`src/logic/klirq_pkg.sv`:
```
// Shared constants for the keyboard line interrupt unit
package klirq_pkg;

    ////////////////////////////////////////////////////////////////////////
    // Register indices; byte address is four times the index
    localparam logic [7:0]  KLIRQ_IDX_LEVEL   = 8'h9c; // Level select
    localparam logic [7:0]  KLIRQ_IDX_ENABLE  = 8'h9d; // Per-line enables
    localparam logic [7:0]  KLIRQ_IDX_FLAGS   = 8'h9e; // Line event flags
    localparam logic [7:0]  KLIRQ_IDX_STATUS  = 8'ha0; // Sticky events, W1C
    localparam logic [7:0]  KLIRQ_IDX_MASK    = 8'ha1; // Event mask
    localparam logic [7:0]  KLIRQ_IDX_CONTROL = 8'ha2; // Global enable
    localparam logic [7:0]  KLIRQ_IDX_LINES   = 8'ha3; // Synced pin state

    ////////////////////////////////////////////////////////////////////////
    // Reset values
    localparam logic [7:0]  KLIRQ_RST_LEVEL   = 8'h00;
    localparam logic [7:0]  KLIRQ_RST_ENABLE  = 8'h00;
    localparam logic [7:0]  KLIRQ_RST_FLAGS   = 8'h00;
    localparam logic [1:0]  KLIRQ_RST_EVENTS  = 2'h0;
    localparam logic        KLIRQ_RST_GLOBAL  = 1'b0;

    ////////////////////////////////////////////////////////////////////////
    // Field positions
    localparam int          KLIRQ_SW_CLR_LINE = 2;  // Flag cleared by software
    localparam int          KLIRQ_EV_REQ      = 0;  // Request rose
    localparam int          KLIRQ_EV_WAKE     = 1;  // Wake rose
    localparam int          KLIRQ_CTL_GLOBAL  = 0;  // Global enable bit
    localparam int          KLIRQ_SYNC_STAGES = 2;  // Pin synchroniser depth

    ////////////////////////////////////////////////////////////////////////
    // Bus answers
    localparam logic [1:0]  KLIRQ_RESP_OKAY   = 2'h0;
    localparam logic [1:0]  KLIRQ_RESP_SLVERR = 2'h2;

endpackage

```
`src/logic/klirq_sync.sv`:
```
`timescale 1ns/1ns
// Two-flop synchroniser for a bundle of asynchronous pins
module klirq_sync
    import klirq_pkg::*;
#(
    parameter int WIDTH = 8
) (
    input  wire logic             aclk,
    input  wire logic             aresetn,
    input  wire logic [WIDTH-1:0] async_in,
    output logic      [WIDTH-1:0] sync_out
);

    ////////////////////////////////////////////////////////////////////////
    // First stage is read only by the second stage
    logic [WIDTH-1:0] meta_reg;     // Metastable capture stage
    logic [WIDTH-1:0] stable_reg;   // Settled stage

    // Chain of two flops; outputs are safe for any logic
    // No reset: the chain fills with true pin levels while reset is held,
    // so release never shows a false level to the detectors
    always_ff @(posedge aclk) begin
        meta_reg   <= async_in;
        stable_reg <= meta_reg;
    end

    assign sync_out = stable_reg;

endmodule

```
`src/logic/klirq_unit.sv`:
```
`timescale 1ns/1ns
module klirq_unit
    import klirq_pkg::*;
#(
    parameter int LINES = 8,    // Keyboard lines on the port
    parameter int AW    = 12    // AXI byte address width
) (
    input  wire logic             aclk,
    input  wire logic             aresetn,
    // AXI4-Lite write address
    input  wire logic [AW-1:0]    s_axi_awaddr,
    input  wire logic [2:0]       s_axi_awprot,
    input  wire logic             s_axi_awvalid,
    output logic                  s_axi_awready,
    // AXI4-Lite write data
    input  wire logic [31:0]      s_axi_wdata,
    input  wire logic [3:0]       s_axi_wstrb,
    input  wire logic             s_axi_wvalid,
    output logic                  s_axi_wready,
    // AXI4-Lite write response
    output logic [1:0]            s_axi_bresp,
    output logic                  s_axi_bvalid,
    input  wire logic             s_axi_bready,
    // AXI4-Lite read address
    input  wire logic [AW-1:0]    s_axi_araddr,
    input  wire logic [2:0]       s_axi_arprot,
    input  wire logic             s_axi_arvalid,
    output logic                  s_axi_arready,
    // AXI4-Lite read data
    output logic [31:0]           s_axi_rdata,
    output logic [1:0]            s_axi_rresp,
    output logic                  s_axi_rvalid,
    input  wire logic             s_axi_rready,
    // Port pins and results
    input  wire logic [LINES-1:0] port_one_lines,
    output logic [LINES-1:0]      port_one_lines_sync,
    output logic                  kbd_irq,
    output logic                  wake_req,
    output logic                  irq
);

    ////////////////////////////////////////////////////////////////////////
    // Pin synchronisation
    logic [LINES-1:0] lines_sync;   // Pins after two flops

    // Pins are asynchronous; detect only on synced copies
    klirq_sync #(
        .WIDTH    (LINES)
    ) u_sync (
        .aclk     (aclk),
        .aresetn  (aresetn),
        .async_in (port_one_lines),
        .sync_out (lines_sync)
    );

    ////////////////////////////////////////////////////////////////////////
    // Register state
    logic [LINES-1:0] line_level_select_reg;   // Detection polarity
    logic [LINES-1:0] line_irq_enable_reg;     // Per-line request gate
    logic [LINES-1:0] line_event_flags_reg;    // Sticky line flags
    logic [1:0]       irq_status_reg;          // Sticky block events
    logic [1:0]       irq_mask_reg;            // Event mask
    logic             keypad_global_irq_enable_reg; // Global gate
    logic [LINES-1:0] lines_state_reg;         // Pins seen as plain I/O

    ////////////////////////////////////////////////////////////////////////
    // Write channel holding state
    logic             aw_held_reg;   // Write address captured
    logic             w_held_reg;    // Write data captured
    logic [AW-1:0]    waddr_reg;     // Captured write address
    logic [31:0]      wdata_reg;     // Captured write data
    logic [3:0]       wstrb_reg;     // Captured strobes
    logic             awready_reg;
    logic             wready_reg;
    logic             bvalid_reg;
    logic [1:0]       bresp_reg;

    ////////////////////////////////////////////////////////////////////////
    // Read channel state
    logic             arready_reg;
    logic             rvalid_reg;
    logic [31:0]      rdata_reg;
    logic [1:0]       rresp_reg;

    ////////////////////////////////////////////////////////////////////////
    // Decode helpers
    logic             wr_fire;       // Both halves present, do write
    logic             rd_fire;       // Read address taken
    logic [7:0]       widx;          // Write register index
    logic [7:0]       ridx;          // Read register index
    logic             wr_lane0;      // Low byte lane written
    logic             wr_mapped;     // Write hits a register
    logic             rd_mapped;     // Read hits a register

    assign wr_fire  = aw_held_reg && w_held_reg && !bvalid_reg;
    assign rd_fire  = s_axi_arvalid && arready_reg;
    assign widx     = waddr_reg[9:2];
    assign ridx     = s_axi_araddr[9:2];
    assign wr_lane0 = wstrb_reg[0];

    // Only index space below 0x400 bytes answers OKAY; register writes decode the index alone
    assign wr_mapped = (waddr_reg[AW-1:10] == '0) &&
                       (widx == KLIRQ_IDX_LEVEL   ||
                        widx == KLIRQ_IDX_ENABLE  ||
                        widx == KLIRQ_IDX_FLAGS   ||
                        widx == KLIRQ_IDX_STATUS  ||
                        widx == KLIRQ_IDX_MASK    ||
                        widx == KLIRQ_IDX_CONTROL ||
                        widx == KLIRQ_IDX_LINES);
    assign rd_mapped = (s_axi_araddr[AW-1:10] == '0) &&
                       (ridx == KLIRQ_IDX_LEVEL   ||
                        ridx == KLIRQ_IDX_ENABLE  ||
                        ridx == KLIRQ_IDX_FLAGS   ||
                        ridx == KLIRQ_IDX_STATUS  ||
                        ridx == KLIRQ_IDX_MASK    ||
                        ridx == KLIRQ_IDX_CONTROL ||
                        ridx == KLIRQ_IDX_LINES);

    ////////////////////////////////////////////////////////////////////////
    // Level detection and request terms
    logic [LINES-1:0] level_hit;     // Line shows its programmed level
    logic [LINES-1:0] gated_flags;   // Flags passed by their enables
    logic             kbd_req;       // Combined request before register
    logic             wake_now;      // Enabled line detecting now

    // Set bit selects high, clear bit selects low
    assign level_hit   = ~(lines_sync ^ line_level_select_reg);
    // Each enable passes only its own flag
    assign gated_flags = line_event_flags_reg & line_irq_enable_reg;
    // All lines merge, then the global gate
    assign kbd_req     = (|gated_flags) &&
                         keypad_global_irq_enable_reg;
    // Wake ignores the global gate so a sleeping core still exits
    assign wake_now    = |(level_hit & line_irq_enable_reg);

    ////////////////////////////////////////////////////////////////////////
    // Flag clear terms
    logic [LINES-1:0] rd_clear;      // Bits cleared by a flag read
    logic [LINES-1:0] wr_keep;       // Bits kept by a flag write
    logic [LINES-1:0] wr_load;       // Bits loaded by a flag write

    always_comb begin
        rd_clear = '0;
        wr_keep  = '1;
        wr_load  = '0;
        // Read clears every line but the software-cleared one
        if (rd_fire && rd_mapped && ridx == KLIRQ_IDX_FLAGS) begin
            rd_clear = '1;
            rd_clear[KLIRQ_SW_CLR_LINE] = 1'b0;
        end
        // Write loads the flags, how line 2 gets cleared
        if (wr_fire && wr_lane0 && widx == KLIRQ_IDX_FLAGS) begin
            wr_keep = '0;
            wr_load = wdata_reg[LINES-1:0];
        end
    end

    ////////////////////////////////////////////////////////////////////////
    // Line flags: a detection in the clearing cycle wins
    always_ff @(posedge aclk) begin
        if (!aresetn) begin
            line_event_flags_reg <= KLIRQ_RST_FLAGS;
        end else begin
            line_event_flags_reg <= ((line_event_flags_reg & wr_keep) |
                                     wr_load) & ~rd_clear
                                    | level_hit;
        end
    end

    ////////////////////////////////////////////////////////////////////////
    // Software configuration registers
    always_ff @(posedge aclk) begin
        if (!aresetn) begin
            line_level_select_reg        <= KLIRQ_RST_LEVEL;
            line_irq_enable_reg          <= KLIRQ_RST_ENABLE;
            irq_mask_reg                 <= KLIRQ_RST_EVENTS;
            keypad_global_irq_enable_reg <= KLIRQ_RST_GLOBAL;
        end else if (wr_fire && wr_lane0) begin
            case (widx)
                KLIRQ_IDX_LEVEL: begin
                    line_level_select_reg <= wdata_reg[LINES-1:0];
                end
                KLIRQ_IDX_ENABLE: begin
                    line_irq_enable_reg <= wdata_reg[LINES-1:0];
                end
                KLIRQ_IDX_MASK: begin
                    irq_mask_reg <= wdata_reg[1:0];
                end
                KLIRQ_IDX_CONTROL: begin
                    keypad_global_irq_enable_reg <=
                        wdata_reg[KLIRQ_CTL_GLOBAL];
                end
                default: begin
                    // Other indices have no stored config
                end
            endcase
        end
    end

    ////////////////////////////////////////////////////////////////////////
    // Plain I/O view of every line, enabled or not; flags also record disabled lines
    always_ff @(posedge aclk) begin
        if (!aresetn) begin
            lines_state_reg <= '0;
        end else begin
            lines_state_reg <= lines_sync;
        end
    end

    ////////////////////////////////////////////////////////////////////////
    // Block events: sticky, write one to clear, set wins
    logic             kbd_irq_reg;    // Registered keyboard request
    logic             wake_reg;       // Registered wake
    logic [1:0]       ev_set;         // Events this cycle
    logic [1:0]       ev_clr;         // Software clear this cycle

    assign ev_set[KLIRQ_EV_REQ]  = kbd_req && !kbd_irq_reg;
    assign ev_set[KLIRQ_EV_WAKE] = wake_now && !wake_reg;
    assign ev_clr = (wr_fire && wr_lane0 && widx == KLIRQ_IDX_STATUS) ?
                    wdata_reg[1:0] : 2'h0;

    always_ff @(posedge aclk) begin
        if (!aresetn) begin
            irq_status_reg <= KLIRQ_RST_EVENTS;
        end else begin
            irq_status_reg <= (irq_status_reg & ~ev_clr) | ev_set;
        end
    end

    ////////////////////////////////////////////////////////////////////////
    // Registered outputs
    logic             irq_reg;
    logic [1:0]       status_next;    // Status as it will be next cycle

    assign status_next = (irq_status_reg & ~ev_clr) | ev_set;

    always_ff @(posedge aclk) begin
        if (!aresetn) begin
            kbd_irq_reg <= 1'b0;
            wake_reg    <= 1'b0;
            irq_reg     <= 1'b0;
        end else begin
            kbd_irq_reg <= kbd_req;
            wake_reg    <= wake_now;
            // Follows the status register in the same cycle
            irq_reg     <= |(status_next & irq_mask_reg);
        end
    end

    ////////////////////////////////////////////////////////////////////////
    // Write address capture; accepted independently of data
    always_ff @(posedge aclk) begin
        if (!aresetn) begin
            aw_held_reg <= 1'b0;
            awready_reg <= 1'b1;
            waddr_reg   <= '0;
        end else if (s_axi_awvalid && awready_reg) begin
            aw_held_reg <= 1'b1;
            awready_reg <= 1'b0;
            waddr_reg   <= s_axi_awaddr;
        end else if (s_axi_bvalid && s_axi_bready) begin
            // Reopen only after the response has gone
            aw_held_reg <= 1'b0;
            awready_reg <= 1'b1;
        end
    end

    ////////////////////////////////////////////////////////////////////////
    // Write data capture
    always_ff @(posedge aclk) begin
        if (!aresetn) begin
            w_held_reg <= 1'b0;
            wready_reg <= 1'b1;
            wdata_reg  <= '0;
            wstrb_reg  <= '0;
        end else if (s_axi_wvalid && wready_reg) begin
            w_held_reg <= 1'b1;
            wready_reg <= 1'b0;
            wdata_reg  <= s_axi_wdata;
            wstrb_reg  <= s_axi_wstrb;
        end else if (s_axi_bvalid && s_axi_bready) begin
            w_held_reg <= 1'b0;
            wready_reg <= 1'b1;
        end
    end

    ////////////////////////////////////////////////////////////////////////
    // Write response, one cycle after both halves are held
    always_ff @(posedge aclk) begin
        if (!aresetn) begin
            bvalid_reg <= 1'b0;
            bresp_reg  <= KLIRQ_RESP_OKAY;
        end else if (wr_fire) begin
            bvalid_reg <= 1'b1;
            bresp_reg  <= wr_mapped ? KLIRQ_RESP_OKAY : KLIRQ_RESP_SLVERR;
        end else if (bvalid_reg && s_axi_bready) begin
            bvalid_reg <= 1'b0;
        end
    end

    ////////////////////////////////////////////////////////////////////////
    // Read data selection
    logic [31:0]      rd_value;       // Word for the addressed register

    always_comb begin
        rd_value = 32'h0000_0000;
        case (ridx)
            KLIRQ_IDX_LEVEL:   rd_value[LINES-1:0] = line_level_select_reg;
            KLIRQ_IDX_ENABLE:  rd_value[LINES-1:0] = line_irq_enable_reg;
            // Value returned is the one before the read clears it
            KLIRQ_IDX_FLAGS:   rd_value[LINES-1:0] = line_event_flags_reg;
            KLIRQ_IDX_STATUS:  rd_value[1:0] = irq_status_reg;
            KLIRQ_IDX_MASK:    rd_value[1:0] = irq_mask_reg;
            KLIRQ_IDX_CONTROL: rd_value[KLIRQ_CTL_GLOBAL] =
                                   keypad_global_irq_enable_reg;
            KLIRQ_IDX_LINES:   rd_value[LINES-1:0] = lines_state_reg;
            default:           rd_value = 32'h0000_0000;
        endcase
        if (!rd_mapped) begin
            rd_value = 32'h0000_0000;
        end
    end

    ////////////////////////////////////////////////////////////////////////
    // Read channel; one read in flight, address refused meanwhile
    always_ff @(posedge aclk) begin
        if (!aresetn) begin
            arready_reg <= 1'b1;
            rvalid_reg  <= 1'b0;
            rdata_reg   <= 32'h0000_0000;
            rresp_reg   <= KLIRQ_RESP_OKAY;
        end else if (rd_fire) begin
            arready_reg <= 1'b0;
            rvalid_reg  <= 1'b1;
            rdata_reg   <= rd_value;
            rresp_reg   <= rd_mapped ? KLIRQ_RESP_OKAY : KLIRQ_RESP_SLVERR;
        end else if (rvalid_reg && s_axi_rready) begin
            arready_reg <= 1'b1;
            rvalid_reg  <= 1'b0;
        end
    end

    ////////////////////////////////////////////////////////////////////////
    // Port drive
    assign s_axi_awready       = awready_reg;
    assign s_axi_wready        = wready_reg;
    assign s_axi_bvalid        = bvalid_reg;
    assign s_axi_bresp         = bresp_reg;
    assign s_axi_arready       = arready_reg;
    assign s_axi_rvalid        = rvalid_reg;
    assign s_axi_rdata         = rdata_reg;
    assign s_axi_rresp         = rresp_reg;
    assign port_one_lines_sync = lines_state_reg;
    assign kbd_irq             = kbd_irq_reg;
    assign wake_req            = wake_reg;
    assign irq                 = irq_reg;

endmodule

```
`config.mk`:
```
export PLATFORM = sky130hd
export DESIGN_NAME = klirq_unit
export DESIGN_NICKNAME = d
export VERILOG_FILES = /design/src/logic/klirq_pkg.sv /design/src/logic/klirq_sync.sv /design/src/logic/klirq_unit.sv
export SDC_FILE = /design/constraint.sdc
export NUM_CORES = 1
export LEC_CHECK = 0
export BUFFER_PORTS_ARGS = -buffer_cell sky130_fd_sc_hd__clkbuf_2
export CAP_MARGIN = 20
export CORE_MARGIN = 1
export CORE_UTILIZATION = 45
export CTS_BUF_LIST = sky130_fd_sc_hd__clkbuf_8 sky130_fd_sc_hd__clkbuf_16
export DETAILED_ROUTE_END_ITERATION = 8
export PLACE_DENSITY = 0.76
export SYNTH_ARGS = -nofsm -noshare
export SYNTH_HDL_FRONTEND = slang
export SYNTH_SLANG_ARGS = --single-unit
```
`constraint.sdc`:
```
create_clock -name aclk -period 1.9 [get_ports aclk]
set_clock_uncertainty 0.2 [all_clocks]
set_input_delay 0.095 -clock aclk [delete_from_list [all_inputs] [get_ports aclk]]
set_output_delay 0.095 -clock aclk [all_outputs]
set_load 0.02 [all_outputs]
```
==> metrics, run 1 <==
status=complete, no violations; Placer Congestion=0.8023; DR pass1 iterations=4; share of the synthesized area in the top cell type=0.4706; Mapped Cells=430; vias in the first global route=3124; Synth area leaders=dfxtp_1 47%, mux2i_1 9.0%, nand2_1 7.4%, buf_4 5.0%, a21boi_0 4.4%; Fin. Hold Viols=0; Slew Viols, Final=0; multi-input logic area=0.001889 mm²; Peak VDD IR=0.0004086 V; Synth Cell Area=0.003914 mm²; synth unique cells=46; Lkg Pwr=1.944 nW; # setup viols final=0; PD cells=782.7 mW/mm²; P_sw=0.0009887 W; R2R Setup Slk=0.11 ns; Vias=3278; CP dominant cell by count=dlygate4sd3_1; post-layout min period=1.796 ns; hpwl dp=6.014 mm; Crit path max-delay family=buffers and inverters; CP arrival=1.90 ns; CP Depth=8; reg2reg end=s_axi_rdata[0]; largest net degree at the start of global routing=30; Final Routed Wirelength=8.518 mm; Final #Nets=617; combinational share of power=0.103; Die Area=0.009074 mm²; number of enable flip-flop cells after synthesis=0; number of flip-flops in the largest register=10; drt wl/cell=13.19 µm; Final Cell Area=0.004892 mm²; clock-pin slew on the worst setup and hold paths=0.10 ns; Worst EP required=2.00 ns; CP cell instances=dlygate4sd3_1 -> clkbuf_2 -> nand2_1 -> nor3_2 -> buf_4 -> dlygate4sd3_1 -> o2111ai_1 -> o21ai_1; Yosys reg bits=92; f_max=0.5567 GHz; warning count from the yosys run=0; post-synth top area cell=dfxtp_1; Hold WS=0.04079 ns; layout cells sized above 1=0.2015; PortBufs=69; Max Fanout on Critical Path=4; sequential power share=0.541; asr flop ratio synth=0; Cell Area, Placed=0.004323 mm²; Hold Path Class=input port to flop; Reg2Reg Launch Point=s_axi_arready; CP Class=input port to flop; worst reg2reg path depth=6; Max clock buf depth=2; Placement Rows=33; crit path capture=s_axi_rdata[0]; CTS sink count=92; antenna diode count=0; first-pass GRT wire length=13.88 mm; most frequent cell after synthesis=dfxtp_1; H-tree depth=3; Post-synth top flop=dfxtp_1; Reg area=0.001843 mm²; Root Buffer=clkbuf_8; DRC errors left=0; slowest cell delay on critical path=0.56 ns; Worst-Skew Late Latency=0.36 ns; Post-Route Setup TNS=0 ns; Top Ports=133; # Post-CTS Setup Buffers=0; crit path buf inv count=4; Vias per Instance=5.074; Seq/Total Area, Yosys=0.4706; Die Width=95.26 µm; TritonCTS buffer count=9; Tcrit/Tclk final=0.9454; global route overflow=0; area grow syn2layout=25.00%; Sw Ratio=0.2582; Initial DRC Count=129; Setup crit end kind=flop; RSZ-0062 raised after global routing=true; CTS tree=built; fill count=741; clock network power share=0.355; Core Area=0.008299 mm²; Avg Cell Area, Syn=9.102 µm²; Post-synth top cells=92 x dfxtp_1, 77 x nand2_1, 35 x mux2i_1; Chip Height=95.26 µm; crit path from=s_axi_arvalid; overall routing resource usage=0.1989; CP max-delay cell=dlygate4sd3_1; startpoint types=input port; initial antenna violation count=0; Max Cap Viol=0; final antenna-violating net count=0; internal power=0.002840 W; post-layout util=0.5895; Initial Utilization=0.4716
worst min path at each step:
| stage | start | to | cells after the start |
|---|---|---|---|
| floorplan | port_one_lines[0] | u_sync.meta_reg[0] | 0 |
| global route | s_axi_awvalid | waddr_reg[4] | 4 |
| global placement | port_one_lines[2] | u_sync.meta_reg[2] | 1 |
| detailed placement | port_one_lines[3] | u_sync.meta_reg[3] | 1 |
| finish | s_axi_awvalid | waddr_reg[4] | 4 |
| CTS | s_axi_awvalid | waddr_reg[4] | 4 |
stage by stage:
stage	setup slack (ns)	power (W)	std cells
after global placement	0.05068	0.002444	596
final	0.1037	0.003829	646
after global routing	-0.01497	0.004005	646
after floorplan	0.002260	0.002373	455
after detailed placement	0.07087	0.002455	596
after CTS	0.008160	0.003858	646
worst reg2reg max path, delay by kind of cell (launching register included):
kind | cells | cell delay [ns]
buf+inv | 2 | 0.71
flops | 1 | 0.35
compound gates | 2 | 0.24
simple gates | 2 | 0.23
area by class of cell:
class / count / area share
repair buffers: 117 / 0.1642
clock buffers: 10 / 0.02813
flip-flops and latches: 92 / 0.3767
multi-input cells: 312 / 0.3862
inverters: 4 / 0.003069
well taps: 105 / 0.02685
clock inverters: 6 / 0.01483
routing by layer:
layer  wire length (µm)  track usage  vias to the layer above
met4                133      0.06566                        0
met2               4124       0.3512                      111
li1                   -            -                     1631
met5                  0            0                        -
met3                482      0.05423                       13
met1               3777       0.2308                     1523
power groups by stage:
| stage | sequential (W) | clock (W) | combinational, W |
|---|---|---|---|
| detailed placement | 0.00212 | 0 | 0.000338 |
| global placement | 0.00211 | 0 | 0.000329 |
| global route | 0.00209 | 0.00148 | 0.000437 |
| finish | 0.00207 | 0.00136 | 0.000396 |
| CTS | 0.00207 | 0.00139 | 0.000393 |
| floorplan | 0.00212 | 0 | 0.000248 |
what timing repair did:
item | 4_1_cts | 5_1_grt
hold buffers | 34 | 0
setup endpoints to repair | 0 | 14
endpoints found under the hold margin | 38 | 0
resized for setup | 0 | 7
cells in the final DEF (no fill, tap or decap), types with 6 or more instances in the layout:
| cell type | synthesis | layout |
|---|---|---|
| a21boi_0 | 23 | 23 |
| a21oi_1 | 14 | 14 |
| a22oi_1 | 7 | 7 |
| and2_1 | 13 | 13 |
| buf_4 | 26 | 13 |
| clkbuf_2 | 0 | 69 |
| clkbuf_8 | 0 | 10 |
| conb_1 | 1 | 26 |
| dfxtp_1 | 92 | 91 |
| dlygate4sd3_1 | 0 | 34 |
| mux2i_1 | 35 | 35 |
| nand2_1 | 77 | 77 |
| nand3_1 | 11 | 11 |
| nor2_1 | 10 | 10 |
| nor2b_1 | 21 | 21 |
| o21ai_0 | 17 | 16 |
| o21ai_1 | 7 | 8 |
| o22ai_1 | 6 | 6 |
| xnor2_1 | 7 | 7 |
logic make-up after synthesis:
kind of cell           after synthesis  synth area share
AND/OR/NAND/NOR                    160            0.2094
flip-flops                          92            0.4706
AO/OA/AOI/OAI                       83            0.1352
buffers and inverters               51           0.07640
multiplexers                        35           0.08952
XOR/XNOR                             8           0.01790
other                                1         0.0009582
No activity file was read; power rests on OpenSTA's default activity.
==> inputs of run 2 (changes only) <==
CELL_PAD_IN_SITES_DETAIL_PLACEMENT = 0   (was not set)
CELL_PAD_IN_SITES_GLOBAL_PLACEMENT = 2   (was not set)
CORE_ASPECT_RATIO = 1.25   (was not set)
CORE_UTILIZATION = 26   (was 45)
PLACE_DENSITY = not set   (was 0.76)
PLACE_DENSITY_LB_ADDON = 0.1   (was not set)
==> run 2 against run 1 <==
Net effect:
- die area is 71% higher
- wire length is 17% higher
- the run now ends with design-rule violations left
- fmax is 0.35% lower
- cell area is 5.0% higher
- first-iteration DRC count is 17% lower
- largest power group unchanged
- count of clock-buffer cells in the layout is 1 higher
- sequential share of layout area is 1.8 points lower
- critical path depth is 2 lower
- power is 16% higher
- sequential power hardly changed
- core utilization is 24 points lower
- combinational power is 3% higher
==> metrics, run 2 (same netlist as run 1, synthesis figures left out) <==
final antenna-violating net count=0; Core Area=0.01453 mm²; largest net degree at the start of global routing=24; overall routing resource usage=0.1338; crit path from=w_held_reg; global route overflow=0; Worst-Skew Late Latency=0.34 ns; status=complete, but fails checks; Setup crit end kind=flop; Max Fanout on Critical Path=4; vias in the first global route=3134; RSZ-0062 raised after global routing=false; worst reg2reg path depth=6; R2R Setup Slk=0.1 ns; CP arrival=1.88 ns; initial antenna violation count=0; number of flip-flops in the largest register=10; Non-Filler Instances=723; Initial DRC Count=107; leading cell type in the layout, fill and taps excluded=dfxtp_1; Post-Route Setup TNS=0 ns; most frequent cells in the layout=92 x dfxtp_1, 77 x nand2_1, 69 x clkbuf_2; Peak VDD IR=0.0004292 V; DR pass1 iterations=6; CP Class=flop to flop; Root Buffer=clkbuf_16; Worst EP required=1.98 ns; CTS sink count=92; f_max=0.5548 GHz; Reg2Reg Launch Point=w_held_reg; DRC errors left=10; Die Area=0.01555 mm²; Lkg Pwr=2.016 nW; PortBufs=69; Vias per Instance=4.393; CP Depth=6; Placement Rows=49; crit path capture=irq; Hold Path Class=input port to flop; Top Ports=133; failing checks=design-rule violations; WHS Path Cells=4; Max Cap Viol=0; drt wl/cell=13.73 µm; CTS tree=built; CP max-delay cell=or3b_2; Vias=3176; startpoint types=flop; reg2reg end=irq; Chip Height=139.2 µm; Final Routed Wirelength=9.927 mm; clock-pin slew on the worst setup and hold paths=0.06 ns; hpwl dp=7.403 mm; antenna diode count=0; # setup viols final=0; fill count=1543; # Post-CTS Setup Buffers=0; Final #Nets=622; crit path buf inv count=1; Die Width=111.7 µm; PD cells=864.6 mW/mm²; H-tree depth=3; Hold WS=0.07598 ns; Final Cell Area=0.005139 mm²; layout cells sized above 1=0.2000; post-placement cell count=673; Placer Congestion=0.7067; slowest cell delay on critical path=0.47 ns; Tcrit/Tclk final=0.9487; CP cell instances=nand4b_1 -> nor3_1 -> buf_4 -> and3_1 -> or3b_2 -> nand4_1; first-pass GRT wire length=16.18 mm; Max clock buf depth=2; Fin. Hold Viols=0; Cell Area, Placed=0.004457 mm²; Crit path max-delay family=simple AND/OR/NAND/NOR gates; post-layout min period=1.803 ns; TritonCTS buffer count=9; post-layout util=0.3537; Initial Utilization=0.2694; area grow syn2layout=31.30%; Slew Viols, Final=0
run 2: cell count changes in the layout (fill, tap and decap cells not counted), sizes merged:
cell	previous run	this run
inv	5	4
clkinv	3	1
bufinv	1	2
clkbuf	79	80
buf	14	18
dlygate4sd3	34	35
run 2: final cells by class:
class | instances | area (µm²) | share of cell area
multi-input combinational | 312 | 1878 | 0.3655
inverter | 4 | 15.01 | 0.002922
tap | 178 | 222.7 | 0.04334
clock buffer | 11 | 252.7 | 0.04918
sequential | 92 | 1842 | 0.3584
timing repair buffer | 122 | 855.8 | 0.1665
clock inverter | 4 | 72.57 | 0.01412
run 2: worst min path at each step:
stage,to,slack [ns],startpoint
global route,s_axi_rdata[1],0.1,s_axi_araddr[3]
global placement,u_sync.meta_reg[4],-0.002,port_one_lines[4]
finish,s_axi_rdata[1],0.08,s_axi_araddr[3]
floorplan,u_sync.meta_reg[0],-0.08,port_one_lines[0]
CTS,s_axi_rdata[1],0.06,s_axi_araddr[3]
detailed placement,u_sync.meta_reg[0],-0.001,port_one_lines[0]
run 2: where the power goes:
part	internal [W]	switching [W]	total (W)
clock	0.00122	0.000744	0.00196
sequential	0.00201	0.0000649	0.00208
combinational	0.000180	0.000228	0.000408
total	0.00341	0.00104	0.00444
run 2: repair_timing:
| action | 4_1_cts | 5_1_grt |
|---|---|---|
| gates resized for setup | 0 | 2 |
| hold buffers | 35 | 0 |
| hold endpoints to repair | 37 | 0 |
| endpoints found under the setup margin | 0 | 12 |
run 2: metrics by stage:
stage	power (W)	setup WS, ns
2_1_floorplan	0.002373	0.002260
3_3_place_gp	0.002471	0.1038
3_5_place_dp	0.002475	0.06621
4_1_cts	0.004517	0.05034
5_1_grt	0.004643	0.002657
6_report	0.004443	0.09748
run 2: routing by layer:
layer  track usage  part of all wire
met5             0                 0
met4       0.04267             0.011
met3       0.02928             0.034
met2        0.2341              0.50
met1        0.1617              0.46
run 2: tightest hold or removal path: stages:
cell and delay, ns:
clkbuf_2 0.15, buf_4 0.19, nand2_1 0.06, a21oi_1 0.06
==> inputs of run 3 (changes only) <==
REMOVE_ABC_BUFFERS = 1   (was not set)
==> run 3 against run 2 <==
Net effect:
- the run ends with design-rule violations, negative hold slack left
- wire length is 2.1% higher
- register-to-register slack is essentially flat
- final cell count rose by 0.14%
- via count about the same
- power is 0.69% higher
- critical path depth increased by 1
- largest cell class unchanged
- largest power group unchanged
==> metrics, run 3 (same netlist as run 1, synthesis figures left out) <==
PD cells=864.8 mW/mm²; Vias per Instance=4.383; Worst EP required=1.98 ns; vias in the first global route=3098; startpoint types=flop; PortBufs=69; layout cells sized above 1=0.2106; most frequent cells in the layout=91 x dfxtp_1, 77 x nand2_1, 69 x clkbuf_2; CP max-delay cell=or3b_2; Placer Congestion=0.7196; antenna diode count=0; Initial DRC Count=131; WHS Path Cells=2; Final #Nets=622; Hold EP=s_axi_arready; drt wl/cell=14.00 µm; Sw Ratio=0.2365; failing checks=design-rule violations, negative hold slack; CP Class=flop to flop; Die Width=111.7 µm; post-placement cell count=674; Max Fanout on Critical Path=2; leading cell type in the layout, fill and taps excluded=dfxtp_1; final antenna-violating net count=0; reg2reg end=irq; R2R Setup Slk=0.09 ns; clock network power share=0.446; Chip Height=139.2 µm; Crit path max-delay family=simple AND/OR/NAND/NOR gates; Die Area=0.01555 mm²; # setup viols final=0; Hold Path Class=input port to flop; area grow syn2layout=32.16%; Worst-Skew Late Latency=0.35 ns; overall routing resource usage=0.1394; CP Depth=7; DRC errors left=10; Power Total=0.004473 W; CTS sink count=92; Hold WS=-0.005800 ns; CP arrival=1.90 ns; Top Ports=133; global route overflow=0; Tcrit/Tclk final=0.9546; combinational share of power=0.090; Max clock buf depth=2; Peak VDD IR=0.0004092 V; RSZ-0062 raised after global routing=true; f_max=0.5513 GHz; TritonCTS buffer count=9; Placement Rows=49; CP dominant cell by count=buf_4; Hold Startpoint=aresetn; hpwl dp=7.411 mm; sequential power share=0.464; Reg2Reg Launch Point=s_axi_bvalid; Root Buffer=clkbuf_16; P_sw=0.001058 W; Final Routed Wirelength=10.14 mm; number of flip-flops in the largest register=10; Vias=3173; largest net degree at the start of global routing=30; Max Cap Viol=0; Fin. Hold Viols=1; Lkg Pwr=2.031 nW; Initial Utilization=0.2694; CP cell instances=nand4b_1 -> buf_4 -> nor3_2 -> buf_4 -> and3_1 -> or3b_2 -> nand4_1; initial antenna violation count=0; Slew Viols, Final=0; CTS tree=built; post-layout min period=1.814 ns; status=complete, but fails checks; crit path buf inv count=2; slowest cell delay on critical path=0.47 ns; H-tree depth=3; clock-pin slew on the worst setup and hold paths=0.07 ns; first-pass GRT wire length=16.77 mm; internal power=0.003415 W; Setup crit end kind=flop; DR pass1 iterations=6; Core Area=0.01453 mm²; worst reg2reg path depth=7; Non-Filler Instances=724
==> run 3: cell count changes in the layout (fill, tap and decap cells not counted), sizes merged <==
cell	change
clkinvlp	+1
dlygate4sd3	-2
buf	+2
==> run 3: repair_timing <==
item / in CTS / in global routing
endpoints found under the hold margin: 36 / 0
endpoints found under the setup margin: 0 / 18
hold buffers: 33 / 0
setup buffers: 0 / 1
gates resized for setup: 0 / 6
==> run 3: how the worst max path moves through the flow <==
stage | from | end | slack (ns)
floorplan | s_axi_bvalid | line_irq_enable_reg[0] | -0.05
global placement | s_axi_bvalid | keypad_global_irq_enable_reg | 0.14
detailed placement | s_axi_bvalid | line_irq_enable_reg[2] | 0.07
CTS | s_axi_bvalid | line_irq_enable_reg[2] | 0.05
global route | s_axi_bvalid | line_irq_enable_reg[2] | -0.04
finish | s_axi_bvalid | irq | 0.09
==> run 3: cell type report <==
type                    instances  area [µm²]
clock buffers                  11       252.7
fillers                      1534        9358
multi-input cells             312        1892
well taps                     178       222.7
flip-flops and latches         92        1843
repair buffers                122       863.3
clock inverters                 5       83.83
inverters                       4       15.01
==> run 3: per-stage QoR <==
| stage | area [µm²] | TNS (ns) | hold WS [ns] | setup slack, ns | util |
|---|---|---|---|---|---|
| after floorplan | 3724 | -0.3601 | -0.07728 | -0.04501 | - |
| after global placement | 4472 | 0 | -0.003005 | 0.1359 | 0.3078 |
| after detailed placement | 4472 | 0 | -0.0003024 | 0.07145 | 0.3078 |
| after CTS | 5139 | 0 | 0.005827 | 0.05125 | 0.3537 |
| after global routing | 5172 | -0.2001 | 0.06271 | -0.04123 | 0.3560 |
| final | 5172 | 0 | -0.005800 | 0.08619 | 0.3560 |
==> run 3: power by group through the flow <==
stage / Sequential (W) / Clock (W) / Combinational, W
2_1_floorplan: 0.00212 / 0 / 0.000175
3_3_place_gp: 0.00212 / 0 / 0.000352
3_5_place_dp: 0.00212 / 0 / 0.000354
4_1_cts: 0.00208 / 0.00207 / 0.000408
5_1_grt: 0.00209 / 0.00216 / 0.000453
6_report: 0.00208 / 0.00199 / 0.000403
==> run 3: layer usage <==
layer | GRT usage | wire length (µm)
met3 | 0.02885 | 352
met4 | 0.06615 | 201
met2 | 0.2288 | 4816
met1 | 0.1737 | 4765
met5 | 0 | 0
